File: src/bgm_pkg.sv
// package for the battery gauge mode controller: register map, fields, timing
// assumes a single 250 MHz hclk domain and an AHB-Lite register bus
package bgm_pkg;

    // --------
    // register byte offsets
    // --------
    localparam logic [7:0] BGM_OFS_CMD    = 8'h00; // subcommand strobe (write)
    localparam logic [7:0] BGM_OFS_CFG    = 8'h04; // operation config word
    localparam logic [7:0] BGM_OFS_THR    = 8'h08; // charge thresholds
    localparam logic [7:0] BGM_OFS_SOC    = 8'h0C; // state of charge input
    localparam logic [7:0] BGM_OFS_TEMP   = 8'h10; // temperature in use / host write
    localparam logic [7:0] BGM_OFS_STATUS = 8'h14; // flags and mode (read)
    localparam logic [7:0] BGM_OFS_EVT    = 8'h18; // platform events (write)

    // --------
    // subcommand codes
    // --------
    localparam logic [15:0] BGM_CMD_ENTER_CFG  = 16'h0013;
    localparam logic [15:0] BGM_CMD_POWER_ARM  = 16'h001B;
    localparam logic [15:0] BGM_CMD_POWER_OFF  = 16'h001C;
    localparam logic [15:0] BGM_CMD_HIBERNATE  = 16'h0011;
    localparam logic [15:0] BGM_CMD_RESET      = 16'h0041;
    localparam logic [15:0] BGM_CMD_SOFT_RESET = 16'h0042;
    localparam logic [15:0] BGM_CMD_LEAVE_CFG  = 16'h0043;
    localparam logic [15:0] BGM_CMD_LEAVE_RESIM= 16'h0044;

    // --------
    // field positions
    // --------
    localparam int BGM_CFG_EXTERNAL_TEMP_SELECT_BIT = 0;   // external_temp_select
    localparam int BGM_CFG_SLEEP_BIT = 1;   // sleep enable
    localparam int BGM_EVT_BAT_BIT   = 0;   // battery present level
    localparam int BGM_EVT_IDLE_BIT  = 1;   // light load, may sleep
    localparam int BGM_EVT_OCV_BIT   = 2;   // ocv measurement done pulse
    localparam int BGM_EVT_WAKE_BIT  = 3;   // host traffic addressed to gauge

    localparam logic [31:0] BGM_CFG_RESET = 32'h0000_0002;
    localparam logic [31:0] BGM_THR_RESET = 32'h0005_0A0F; // set1 15, fset 10, fclr 5
    localparam logic [7:0]  BGM_THR_OFF   = 8'hFF;         // -1: final flag inoperative

    // --------
    // timing
    // --------
    localparam longint BGM_CLK_HZ       = 250_000_000;
    localparam longint BGM_WAKE_MIN_US  = 200;
    localparam longint BGM_CFG_TMO_S    = 240;
    localparam longint BGM_WAKE_CYC     = (BGM_WAKE_MIN_US * BGM_CLK_HZ + 999_999) / 1_000_000;
    localparam longint BGM_CFG_TMO_CYC  = BGM_CFG_TMO_S * BGM_CLK_HZ;
    localparam longint BGM_SLEEP_TICK   = 64'd5_000_000_000; // 20 s wake interval

    // --------
    // types
    // --------
    typedef enum logic [6:0] {
        BGM_ST_POR      = 7'h01,
        BGM_ST_INIT     = 7'h02,
        BGM_ST_NORMAL   = 7'h04,
        BGM_ST_CFGUP    = 7'h08,
        BGM_ST_SLEEP    = 7'h10,
        BGM_ST_HIBER    = 7'h20,
        BGM_ST_SHUTDOWN = 7'h40
    } bgm_state_type;

    typedef struct packed {
        logic [7:0] final_clear;
        logic [7:0] final_set;
        logic [7:0] low_set;
    } bgm_thr_type;

    typedef struct packed {
        logic low_charge_warning_flag;
        logic final_discharge_flag;
        logic defaults_restored_flag;
        logic config_update_active_flag;
        logic init_complete_bit;
        logic capacity_learned_bit;
        logic impedance_learned_bit;
        logic power_off_armed;
    } bgm_flags_type;

endpackage

File: src/bgm_mode_ctrl.sv
// mode and status-flag controller of a single-cell battery gauge
// assumes one hclk domain, AHB-Lite slave with hready from hreadyout, pins synchronous
//
// Functional notes
// - low charge flag sets below first threshold, clears above it
// - final discharge flag sets below its own set threshold
// - final set threshold of minus one never sets final discharge flag
// - final discharge flag clears only above separate clear threshold
// - external select clear feeds internal sensor reading to gauging
// - external select set: host-written temperature is used for gauging
// - temperature read returns whichever value gauging currently uses
// - power-up from off or shutdown performs reset then initialization
// - normal mode is fully powered and runs every task
// - sleep gates the fast clock but wakes periodically to measure
// - hibernate stays low power until host communication arrives
// - shutdown disables regulator output, losing volatile data
// - power-off takes effect only right after the arm subcommand
// - shutdown exit needs general output pin high at least 200 us
// - power-on reset copies rom defaults to ram before initialization
// - no battery detected keeps initialization with processor halted
// - power-on reset or reset subcommand sets defaults restored flag
// - battery insertion starts ocv measurement, clears learned bits
// - initialization complete bit sets when initialization finishes
// - enter update subcommand in normal mode sets update flag and suspends gauging
// - any exit subcommand resumes gauging, clears restored and update flags
// - update mode leaves by itself after about 240 seconds
//
// The AHB-Lite interface to the registers and the address map were decided locally.
`timescale 1ns/10ps
`default_nettype none

module bgm_mode_ctrl
    import bgm_pkg::*;
#(
    parameter longint CFG_TMO_CYC = bgm_pkg::BGM_CFG_TMO_CYC, // update timeout cycles
    parameter longint WAKE_CYC    = bgm_pkg::BGM_WAKE_CYC,    // shutdown wake qualify
    parameter longint SLEEP_TICK  = bgm_pkg::BGM_SLEEP_TICK   // sleep measure interval
) (
    input  wire logic                  hclk,            // bus clock
    input  wire logic                  hresetn,         // async reset, low
    input  wire logic                  hsel,            // slave select
    input  wire logic [31:0]           haddr,           // byte address
    input  wire logic [1:0]            htrans,          // transfer type
    input  wire logic                  hwrite,          // write not read
    input  wire logic [2:0]            hsize,           // transfer size
    input  wire logic                  hready,          // bus ready in
    input  wire logic [31:0]           hwdata,          // write data
    output logic [31:0]                hrdata,          // read data
    output logic                       hreadyout,       // slave ready
    output logic                       hresp,           // always okay

    input  wire logic [15:0]           internal_temp,   // on-chip sensor reading
    input  wire logic                  general_output_pin_in,        // general_output_pin level in
    output logic                       general_output_pin_out,       // general_output_pin drive
    output logic                       general_output_pin_oe,        // general_output_pin enable

    output logic [15:0]                gauge_temp,      // temperature used by gauging
    output logic                       gauging_run,     // gauging active
    output logic                       cpu_halt,        // processor halted
    output logic                       hf_clk_en,       // fast oscillator gate
    output logic                       ldo_en,          // regulator output enable
    output logic                       measure_pulse,   // measurement request
    output logic                       rom_copy,        // copy defaults to ram
    output logic                       ocv_start,       // begin ocv measurement
    output bgm_pkg::bgm_state_type     mode             // current mode
);
    import bgm_pkg::*;

    // --------
    // bus address phase capture
    // --------

    logic        ap_wr_q, ap_rd_q;
    logic [7:0]  ap_ofs_q;
    wire  logic  ap_valid = hsel && hready && htrans[1];

    always_ff @(posedge hclk or negedge hresetn) begin
        if (!hresetn) begin
            ap_wr_q  <= 1'b0;
            ap_rd_q  <= 1'b0;
            ap_ofs_q <= 8'h00;
        end else begin
            ap_wr_q  <= ap_valid && hwrite;
            ap_rd_q  <= ap_valid && !hwrite;
            ap_ofs_q <= ap_valid ? haddr[7:0] : ap_ofs_q;
        end
    end

    assign hreadyout = 1'b1;
    assign hresp     = 1'b0;

    wire logic wr_cmd  = ap_wr_q && (ap_ofs_q == BGM_OFS_CMD);
    wire logic wr_cfg  = ap_wr_q && (ap_ofs_q == BGM_OFS_CFG);
    wire logic wr_thr  = ap_wr_q && (ap_ofs_q == BGM_OFS_THR);
    wire logic wr_soc  = ap_wr_q && (ap_ofs_q == BGM_OFS_SOC);
    wire logic wr_temp = ap_wr_q && (ap_ofs_q == BGM_OFS_TEMP);
    wire logic wr_evt  = ap_wr_q && (ap_ofs_q == BGM_OFS_EVT);
    wire logic [15:0] cmd = hwdata[15:0];

    // --------
    // software registers
    // --------

    logic [31:0]    cfg_q;
    bgm_thr_type    thr_q;
    logic [7:0]     soc_q;
    logic [15:0]    host_temp_q;
    logic           bat_q, idle_q;

    always_ff @(posedge hclk or negedge hresetn) begin
        if (!hresetn) begin
            cfg_q       <= BGM_CFG_RESET;
            thr_q       <= bgm_thr_type'(BGM_THR_RESET[23:0]);
            soc_q       <= 8'h64;
            host_temp_q <= 16'h0000;
            bat_q       <= 1'b0;
            idle_q      <= 1'b0;
        end else begin
            if (wr_cfg)
                cfg_q <= hwdata;

            if (wr_thr)
                thr_q <= bgm_thr_type'(hwdata[23:0]);

            if (wr_soc)
                soc_q <= hwdata[7:0];

            if (wr_temp)
                host_temp_q <= hwdata[15:0];

            if (wr_evt) begin
                bat_q  <= hwdata[BGM_EVT_BAT_BIT];
                idle_q <= hwdata[BGM_EVT_IDLE_BIT];
            end
        end
    end

    // kept combinational so a read shows the live source
    wire logic ext_sel = cfg_q[BGM_CFG_EXTERNAL_TEMP_SELECT_BIT];
    assign gauge_temp = ext_sel ? host_temp_q : internal_temp;

    wire logic ocv_done = wr_evt && hwdata[BGM_EVT_OCV_BIT];
    wire logic host_hit = wr_evt && hwdata[BGM_EVT_WAKE_BIT];

    // --------
    // subcommand decode
    // --------

    // unknown codes decode to nothing, but still wake from hibernate and clear the power-off arm
    wire logic c_enter  = wr_cmd && (cmd == BGM_CMD_ENTER_CFG);
    wire logic c_arm    = wr_cmd && (cmd == BGM_CMD_POWER_ARM);
    wire logic c_off    = wr_cmd && (cmd == BGM_CMD_POWER_OFF);
    wire logic c_hiber  = wr_cmd && (cmd == BGM_CMD_HIBERNATE);
    wire logic c_reset  = wr_cmd && (cmd == BGM_CMD_RESET);
    wire logic c_leave  = wr_cmd && ((cmd == BGM_CMD_SOFT_RESET) ||
                                     (cmd == BGM_CMD_LEAVE_CFG) ||
                                     (cmd == BGM_CMD_LEAVE_RESIM));

    // --------
    // counters: update timeout, shutdown wake, sleep tick
    // --------

    // every counter saturates or clears, none can wrap
    bgm_state_type state_q, state_d;
    logic [39:0]   tmo_q;
    logic [39:0]   wake_q;
    logic [39:0]   tick_q;
    wire  logic    in_cfg   = (state_q == BGM_ST_CFGUP);
    wire  logic    tmo_hit  = in_cfg && (tmo_q >= 40'(CFG_TMO_CYC - 1));
    wire  logic    wake_ok  = (wake_q >= 40'(WAKE_CYC));
    wire  logic    tick_hit = (tick_q >= 40'(SLEEP_TICK - 1));
    logic          gp_prev_q;

    always_ff @(posedge hclk or negedge hresetn) begin
        if (!hresetn) begin
            tmo_q     <= 40'h00_0000_0000;
            wake_q    <= 40'h00_0000_0000;
            tick_q    <= 40'h00_0000_0000;
            gp_prev_q <= 1'b1;
        end else begin
            // restart at entry, hold at zero outside the mode
            tmo_q <= (in_cfg && state_d == BGM_ST_CFGUP) ? tmo_q + 40'h1 : 40'h0;

            gp_prev_q <= general_output_pin_in;
            // a low level arms the rising edge; the high time is counted afterwards
            if (state_q != BGM_ST_SHUTDOWN || !general_output_pin_in)
                wake_q <= 40'h0;
            else if (gp_prev_q || wake_q != 40'h0)
                wake_q <= wake_ok ? wake_q : wake_q + 40'h1;

            // tick runs only while asleep
            tick_q <= (state_q != BGM_ST_SLEEP || tick_hit) ? 40'h0 : tick_q + 40'h1;
        end
    end

    // a high already present when shutdown starts is no qualified rise
    logic gp_armed_q;
    always_ff @(posedge hclk or negedge hresetn) begin
        if (!hresetn)
            gp_armed_q <= 1'b0;
        else if (state_q != BGM_ST_SHUTDOWN)
            gp_armed_q <= 1'b0;
        else if (!general_output_pin_in)
            gp_armed_q <= 1'b1;
    end

    // --------
    // mode machine
    // --------

    logic por_done_q;
    // flags feed the machine, so declared ahead of it
    bgm_flags_type flags_q, flags_d;

    always_comb begin
        state_d = state_q;
        unique case (state_q)
            BGM_ST_POR:
                state_d = BGM_ST_INIT;

            BGM_ST_INIT:
                if (bat_q && ocv_done)
                    state_d = BGM_ST_NORMAL;

            BGM_ST_NORMAL: begin
                if (c_enter)
                    state_d = BGM_ST_CFGUP;
                else if (c_hiber)
                    state_d = BGM_ST_HIBER;
                else if (idle_q && cfg_q[BGM_CFG_SLEEP_BIT])
                    state_d = BGM_ST_SLEEP;
            end

            BGM_ST_CFGUP:
                if (c_leave || tmo_hit)
                    state_d = BGM_ST_NORMAL;

            BGM_ST_SLEEP:
                if (!idle_q || c_enter || c_hiber)
                    state_d = BGM_ST_NORMAL;

            BGM_ST_HIBER:
                if (host_hit || wr_cmd)
                    state_d = BGM_ST_NORMAL;

            BGM_ST_SHUTDOWN:
                if (gp_armed_q && wake_ok)
                    state_d = BGM_ST_POR;

            default:
                state_d = BGM_ST_POR;
        endcase

        // later overrides win: battery loss beats all but shutdown and power-on reset
        if (c_reset && state_q != BGM_ST_SHUTDOWN)
            state_d = BGM_ST_POR;
        if (flags_q.power_off_armed && c_off && state_q != BGM_ST_SHUTDOWN)
            state_d = BGM_ST_SHUTDOWN;
        if (!bat_q && state_q != BGM_ST_SHUTDOWN && state_q != BGM_ST_POR)
            state_d = BGM_ST_INIT;
    end

    always_ff @(posedge hclk or negedge hresetn) begin
        if (!hresetn) begin
            state_q    <= BGM_ST_POR;
            por_done_q <= 1'b0;
        end else begin
            state_q    <= state_d;
            por_done_q <= (state_q == BGM_ST_POR);
        end
    end

    // --------
    // status flags
    // --------

    wire logic in_por   = (state_q == BGM_ST_POR);
    wire logic bat_rise = wr_evt && hwdata[BGM_EVT_BAT_BIT] && !bat_q;

    always_comb begin
        flags_d = flags_q;
        // low charge follows one threshold both ways
        if (soc_q < thr_q.low_set)
            flags_d.low_charge_warning_flag = 1'b1;
        else if (soc_q > thr_q.low_set)
            flags_d.low_charge_warning_flag = 1'b0;

        if (flags_q.final_discharge_flag && soc_q > thr_q.final_clear)
            flags_d.final_discharge_flag = 1'b0;
        else if (thr_q.final_set != BGM_THR_OFF && soc_q < thr_q.final_set)
            flags_d.final_discharge_flag = 1'b1;

        if (c_leave && in_cfg) begin
            flags_d.defaults_restored_flag    = 1'b0;
            flags_d.config_update_active_flag = 1'b0;
        end

        if (tmo_hit)
            flags_d.config_update_active_flag = 1'b0;
        if (c_enter && (state_q == BGM_ST_NORMAL || state_q == BGM_ST_SLEEP))
            flags_d.config_update_active_flag = 1'b1;

        if (state_q == BGM_ST_INIT && state_d == BGM_ST_NORMAL)
            flags_d.init_complete_bit = 1'b1;

        if (bat_rise) begin
            flags_d.capacity_learned_bit  = 1'b0;
            flags_d.impedance_learned_bit = 1'b0;
        end

        // arm is consumed by the very next subcommand
        if (wr_cmd)
            flags_d.power_off_armed = c_arm;

        // reset wins over every other update
        if (in_por || c_reset) begin
            flags_d.defaults_restored_flag    = 1'b1;
            flags_d.config_update_active_flag = 1'b0;
            flags_d.init_complete_bit         = 1'b0;
            flags_d.power_off_armed           = 1'b0;
        end
    end

    always_ff @(posedge hclk or negedge hresetn) begin
        if (!hresetn)
            flags_q <= '0;
        else
            flags_q <= flags_d;
    end

    // --------
    // outputs to the rest of the gauge
    // --------

    // levels follow the next mode so they switch with it
    always_ff @(posedge hclk or negedge hresetn) begin
        if (!hresetn) begin
            gauging_run   <= 1'b0;
            cpu_halt      <= 1'b1;
            hf_clk_en     <= 1'b1;
            ldo_en        <= 1'b1;
            measure_pulse <= 1'b0;
            rom_copy      <= 1'b0;
            ocv_start     <= 1'b0;
        end else begin
            gauging_run   <= (state_d == BGM_ST_NORMAL) || (state_d == BGM_ST_SLEEP);
            cpu_halt      <= (state_d == BGM_ST_INIT) && !bat_q;
            hf_clk_en     <= (state_d != BGM_ST_SLEEP) && (state_d != BGM_ST_HIBER) &&
                             (state_d != BGM_ST_SHUTDOWN);
            ldo_en        <= (state_d != BGM_ST_SHUTDOWN);

            measure_pulse <= (state_q == BGM_ST_SLEEP) && tick_hit;
            rom_copy      <= in_por;
            ocv_start     <= bat_rise || (por_done_q && bat_q);
        end
    end

    assign general_output_pin_out = 1'b0;
    assign general_output_pin_oe  = 1'b0;
    assign mode      = state_q;

    // --------
    // read mux
    // --------

    wire logic [31:0] rd_status = {17'h0_0000, state_q, flags_q};
    logic [31:0]      rdata_d;

    always_comb begin
        unique case (ap_ofs_q)
            BGM_OFS_CFG:    rdata_d = cfg_q;
            BGM_OFS_THR:    rdata_d = {8'h00, thr_q};
            BGM_OFS_SOC:    rdata_d = {24'h00_0000, soc_q};
            BGM_OFS_TEMP:   rdata_d = {16'h0000, gauge_temp};
            BGM_OFS_STATUS: rdata_d = rd_status;
            default:        rdata_d = 32'h0000_0000;
        endcase
    end

    assign hrdata = ap_rd_q ? rdata_d : 32'h0000_0000;

endmodule

`default_nettype wire

File: config.mk
export PLATFORM = sky130hd
export DESIGN_NAME = bgm_mode_ctrl
export DESIGN_NICKNAME = d
export VERILOG_FILES = /design/src/bgm_pkg.sv /design/src/bgm_mode_ctrl.sv
export SDC_FILE = /design/constraint.sdc
export NUM_CORES = 1
export LEC_CHECK = 0
export BUFFER_PORTS_ARGS = -buffer_cell sky130_fd_sc_hd__buf_2
export CAP_MARGIN = 10
export CORE_ASPECT_RATIO = 0.75
export CORE_MARGIN = 3
export CORE_UTILIZATION = 40
export CTS_BUF_LIST = sky130_fd_sc_hd__clkbuf_8
export CTS_CLUSTER_DIAMETER = 40
export CTS_CLUSTER_SIZE = 14
export DETAILED_ROUTE_END_ITERATION = 8
export MAX_ROUTING_LAYER = met4
export PLACE_DENSITY = 0.58
export SLEW_MARGIN = 20
export SYNTH_ARGS = -nofsm -noshare
export SYNTH_HDL_FRONTEND = slang
export SYNTH_SLANG_ARGS = --single-unit
File: constraint.sdc
create_clock -name hclk -period 4.3 [get_ports hclk]
set_input_delay 1.29 -clock hclk [delete_from_list [all_inputs] [get_ports hclk]]
set_output_delay 1.29 -clock hclk [all_outputs]
set_load 0.005 [all_outputs]
==> flow_summary.json <==
{
  "pwr-share-clk_pct": 39.8,
  "postSynthAreaPerCell_um2": 10.86,
  "groute.usage.overall_pct": 18.68,
  "core_area_um2": 28320,
  "fillers": 2675,
  "synthArstFlopShare_pct": 100.0,
  "seq_area_um2": 5877,
  "cap_viol_max_count": 0,
  "port_buffers": 124,
  "drc_errors": 0,
  "startpoint_type": "register",
  "hp-class": "reg2reg",
  "min_delay_path_depth": 1,
  "reg2reg_depth": 9,
  "grt_pass1_wl_um": 46260,
  "ys_ff_latch": 234,
  "seqPwrFrac_pct": 49.8,
  "p_switching_uw": 1297,
  "initial_core_util_pct": 41.04,
  "detail_route.iter0.violations": 593,
  "clock_sinks": 234,
  "drive_gt1_share_pct": 27.82,
  "fin_crit_ns": 4.140,
  "dieWidth_um": 202.8,
  "relSlewSlack_pct": 33.26,
  "clockBufferDepth": 3,
  "cp.arrival_ns": 2.85,
  "yosys-top-cells-area": "dfrtp_1 47%, mux2_2 10%, dfstp_2 3.8%, xor2_1 3.5%, ha_1 2.9%",
  "swShare_pct": 26.88,
  "drtAntennaViolNets": 0,
  "outcome": "finished clean",
  "required_ns": 3.01,
  "r2r_start": "tick_q[0]$_DFF_PN0_",
  "htree_levels": 1,
  "slowest_delay_ns": 0.77,
  "cp_cell_sequence": "or4b_2 > nor4b_4 > buf_4 > a222oi_1 > a21oi_1 > buf_2",
  "ios": 157,
  "overflow": 0,
  "dp_hpwl_um": 19990,
  "cpMaxStageDelayCell": "or4b_2",
  "wl_per_cell_um": 17.47,
  "ir_worst_vdd_mv": 0.2248,
  "nets": 1334,
  "r2r_slack_ns": 1.41,
  "vias": 8598,
  "grt_pass1_vias": 8293,
  "comb_power_share_pct": 10.4,
  "cts-buffers-inserted": 31,
  "whs_ns": 0.4628,
  "min-delay-start": "tick_q[0]$_DFF_PN0_",
  "synth_top_area_share_pct": 46.73,
  "die_area_um2": 31160,
  "dominantRegCellSynth": "dfrtp_1",
  "multi_input_area_um2": 5438,
  "drv_slew": 0,
  "synth_area_um2": 11620,
  "crit_family": "simple AND/OR/NAND/NOR gates",
  "cts_tree": "yes",
  "min_to": "tick_q[0]$_DFF_PN0_",
  "clock_skew_ns": 0.03743,
  "crit_fanout": 9,
  "ys_types": 76,
  "crit_path_end_kind": "output port",
  "grt_max_degree": 102,
  "dr.pass1.iters": 5,
  "worst_pin_slew_ns": 0.9999,
  "std_cell_rows": 53,
  "path_clk_slew_ns": 0.07,
  "hold_viol": 0,
  "antenna_found_initial": 6,
  "power.density_nw_per_um2": 356.9,
  "syn2layout_area_growth_pct": 16.33,
  "ys_warn_count": 0,
  "setup_viol": 0,
  "cts_root_buf": "clkbuf_8",
  "via_per_inst": 5.272,
  "critPathBufInv": 2,
  "chipHeight_um": 153.6,
  "p_int_uw": 3528,
  "ys_seq_area_share_pct": 50.57,
  "yosysTopAreaCell": "dfrtp_1",
  "finalCritPeriodShare_pct": 96.29,
  "rr_endpoint": "tick_q[5]$_DFF_PN0_",
  "postSynthCellCount": 1070,
  "routed_wl_um": 28490,
  "p_leak_uw": 0.006079,
  "tns_ns": 0,
  "synth_edf_count": 0,
  "place_congestion": 0.8422,
  "criticalPathCategory": "reg2out",
  "fmax_mhz": 241.5,
  "clk_latency_ns": 0.62
}
## power by group through the flow
stage	clock (µW)	combinational [µW]	sequential, µW
2_1_floorplan	0	310	2410
3_3_place_gp	0	494	2440
3_5_place_dp	0	498	2440
4_1_cts	1980	500	2400
5_1_grt	2070	554	2420
6_report	1920	501	2400
## cells in the final DEF, fill, tap and decap left out, types with 8 or more instances in the layout
cell type	Yosys	final
a21o_1	9	9
mux2_2	105	105
and3_1	53	53
buf_2	5	123
ha_1	27	27
a21oi_1	29	29
a222oi_1	8	8
nor3_1	38	38
and4_1	9	9
nor4_1	20	20
dfrtp_1	217	217
dfstp_2	17	17
inv_1	40	48
buf_4	5	23
nand4_1	26	26
and2_1	11	12
xor2_1	46	46
xnor2_1	36	36
nand2b_1	8	8
conb_1	2	15
nor2_1	89	89
nand2_1	60	60
nand3_1	44	42
o21ai_0	23	23
a22oi_1	14	14
a22o_1	8	8
clkbuf_8	0	37
## per-stage QoR
step	util (%)	worst slack, ns	total power (µW)	std cells	instance area, µm²
after floorplan	-	0.8412	2716	1083	11670
after global placement	45.08	0.5977	2934	1566	12760
after detailed placement	45.08	0.5754	2941	1566	12760
after CTS	47.60	0.01059	4885	1623	13480
after global routing	47.74	-0.01146	5040	1631	13520
final	47.74	0.1596	4825	1631	13520
## worst max path at each step
stage                             from                  end  slack, ns  depth (start not counted)
6_report       ap_ofs_q[5]$_DFFE_PN0P_            hrdata[9]       0.16                          6
5_1_grt        ap_ofs_q[6]$_DFFE_PN0P_           hrdata[16]      -0.01                          9
4_1_cts        ap_ofs_q[5]$_DFFE_PN0P_           hrdata[16]       0.01                          8
3_5_place_dp                 hwdata[9]  hf_clk_en$_DFF_PN1_       0.58                          9
3_3_place_gp                 hwdata[9]  hf_clk_en$_DFF_PN1_       0.60                          9
2_1_floorplan  ap_ofs_q[5]$_DFFE_PN0P_            hrdata[0]       0.84                          5
## cell usage after synthesis, drive strengths merged (27+ instances only)
library cell and count:
a21oi 30, and3 53, clkbuf 33, dfrtp 217, ha 27, inv 40
mux2 105, nand2 62, nand3 46, nor2 89, nor3 38, xnor2 36
xor2 46
## final cells by class
cell class                 instances  area share (%)
antenna                            6          0.1111
clock buffer                      37           3.767
clock inverter                    20           1.518
multi-input combinational        760           40.22
tap                              385           3.563
sequential                       234           43.47
inverter                          40           1.111
timing repair buffer             149           6.238
## what timing repair did
item	in CTS	in global routing
buffers inserted	0	2
endpoints found under the setup margin	0	16
gates resized for setup	0	3
hold buffers	0	0
## per-layer routing
metal / share of wire [%] / vias to the layer above / wire length (µm) / GRT usage (%)
li1: - / 4112 / - / -
met1: 52 / 4249 / 14680 / 29.17
met2: 41 / 200 / 11690 / 24.91
met3: 5.8 / 37 / 1660 / 4.169
met4: 1.6 / 0 / 459 / 3.099
met5: 0 / - / 0 / -
## cells by family (layout without fill, tap and decap cells)
| family | after synthesis | count (layout) | share of synthesized area (%) |
|---|---|---|---|
| adders and majority gates | 27 | 27 | 2.907 |
| AOI/OAI and AO/OA | 122 | 122 | 7.472 |
| buffers and inverters | 89 | 246 | 3.219 |
| xor gates and xnor gates | 82 | 82 | 6.180 |
| DFF | 234 | 234 | 50.57 |
| other | 2 | 21 | 0.06462 |
| muxes | 108 | 108 | 10.43 |
| and+or+nand+nor | 406 | 406 | 19.15 |
## sequential cells by signal (all words and copies together), names as in the netlist, 6 cells and up
register     cells
mode             7
tick_q          40
flags_q          6
host_temp_q     16
thr_q           24
soc_q            8
wake_q          40
ap_ofs_q         8
cfg_q           32
tmo_q           40
Note: power is estimated with default switching activity, not from simulation.
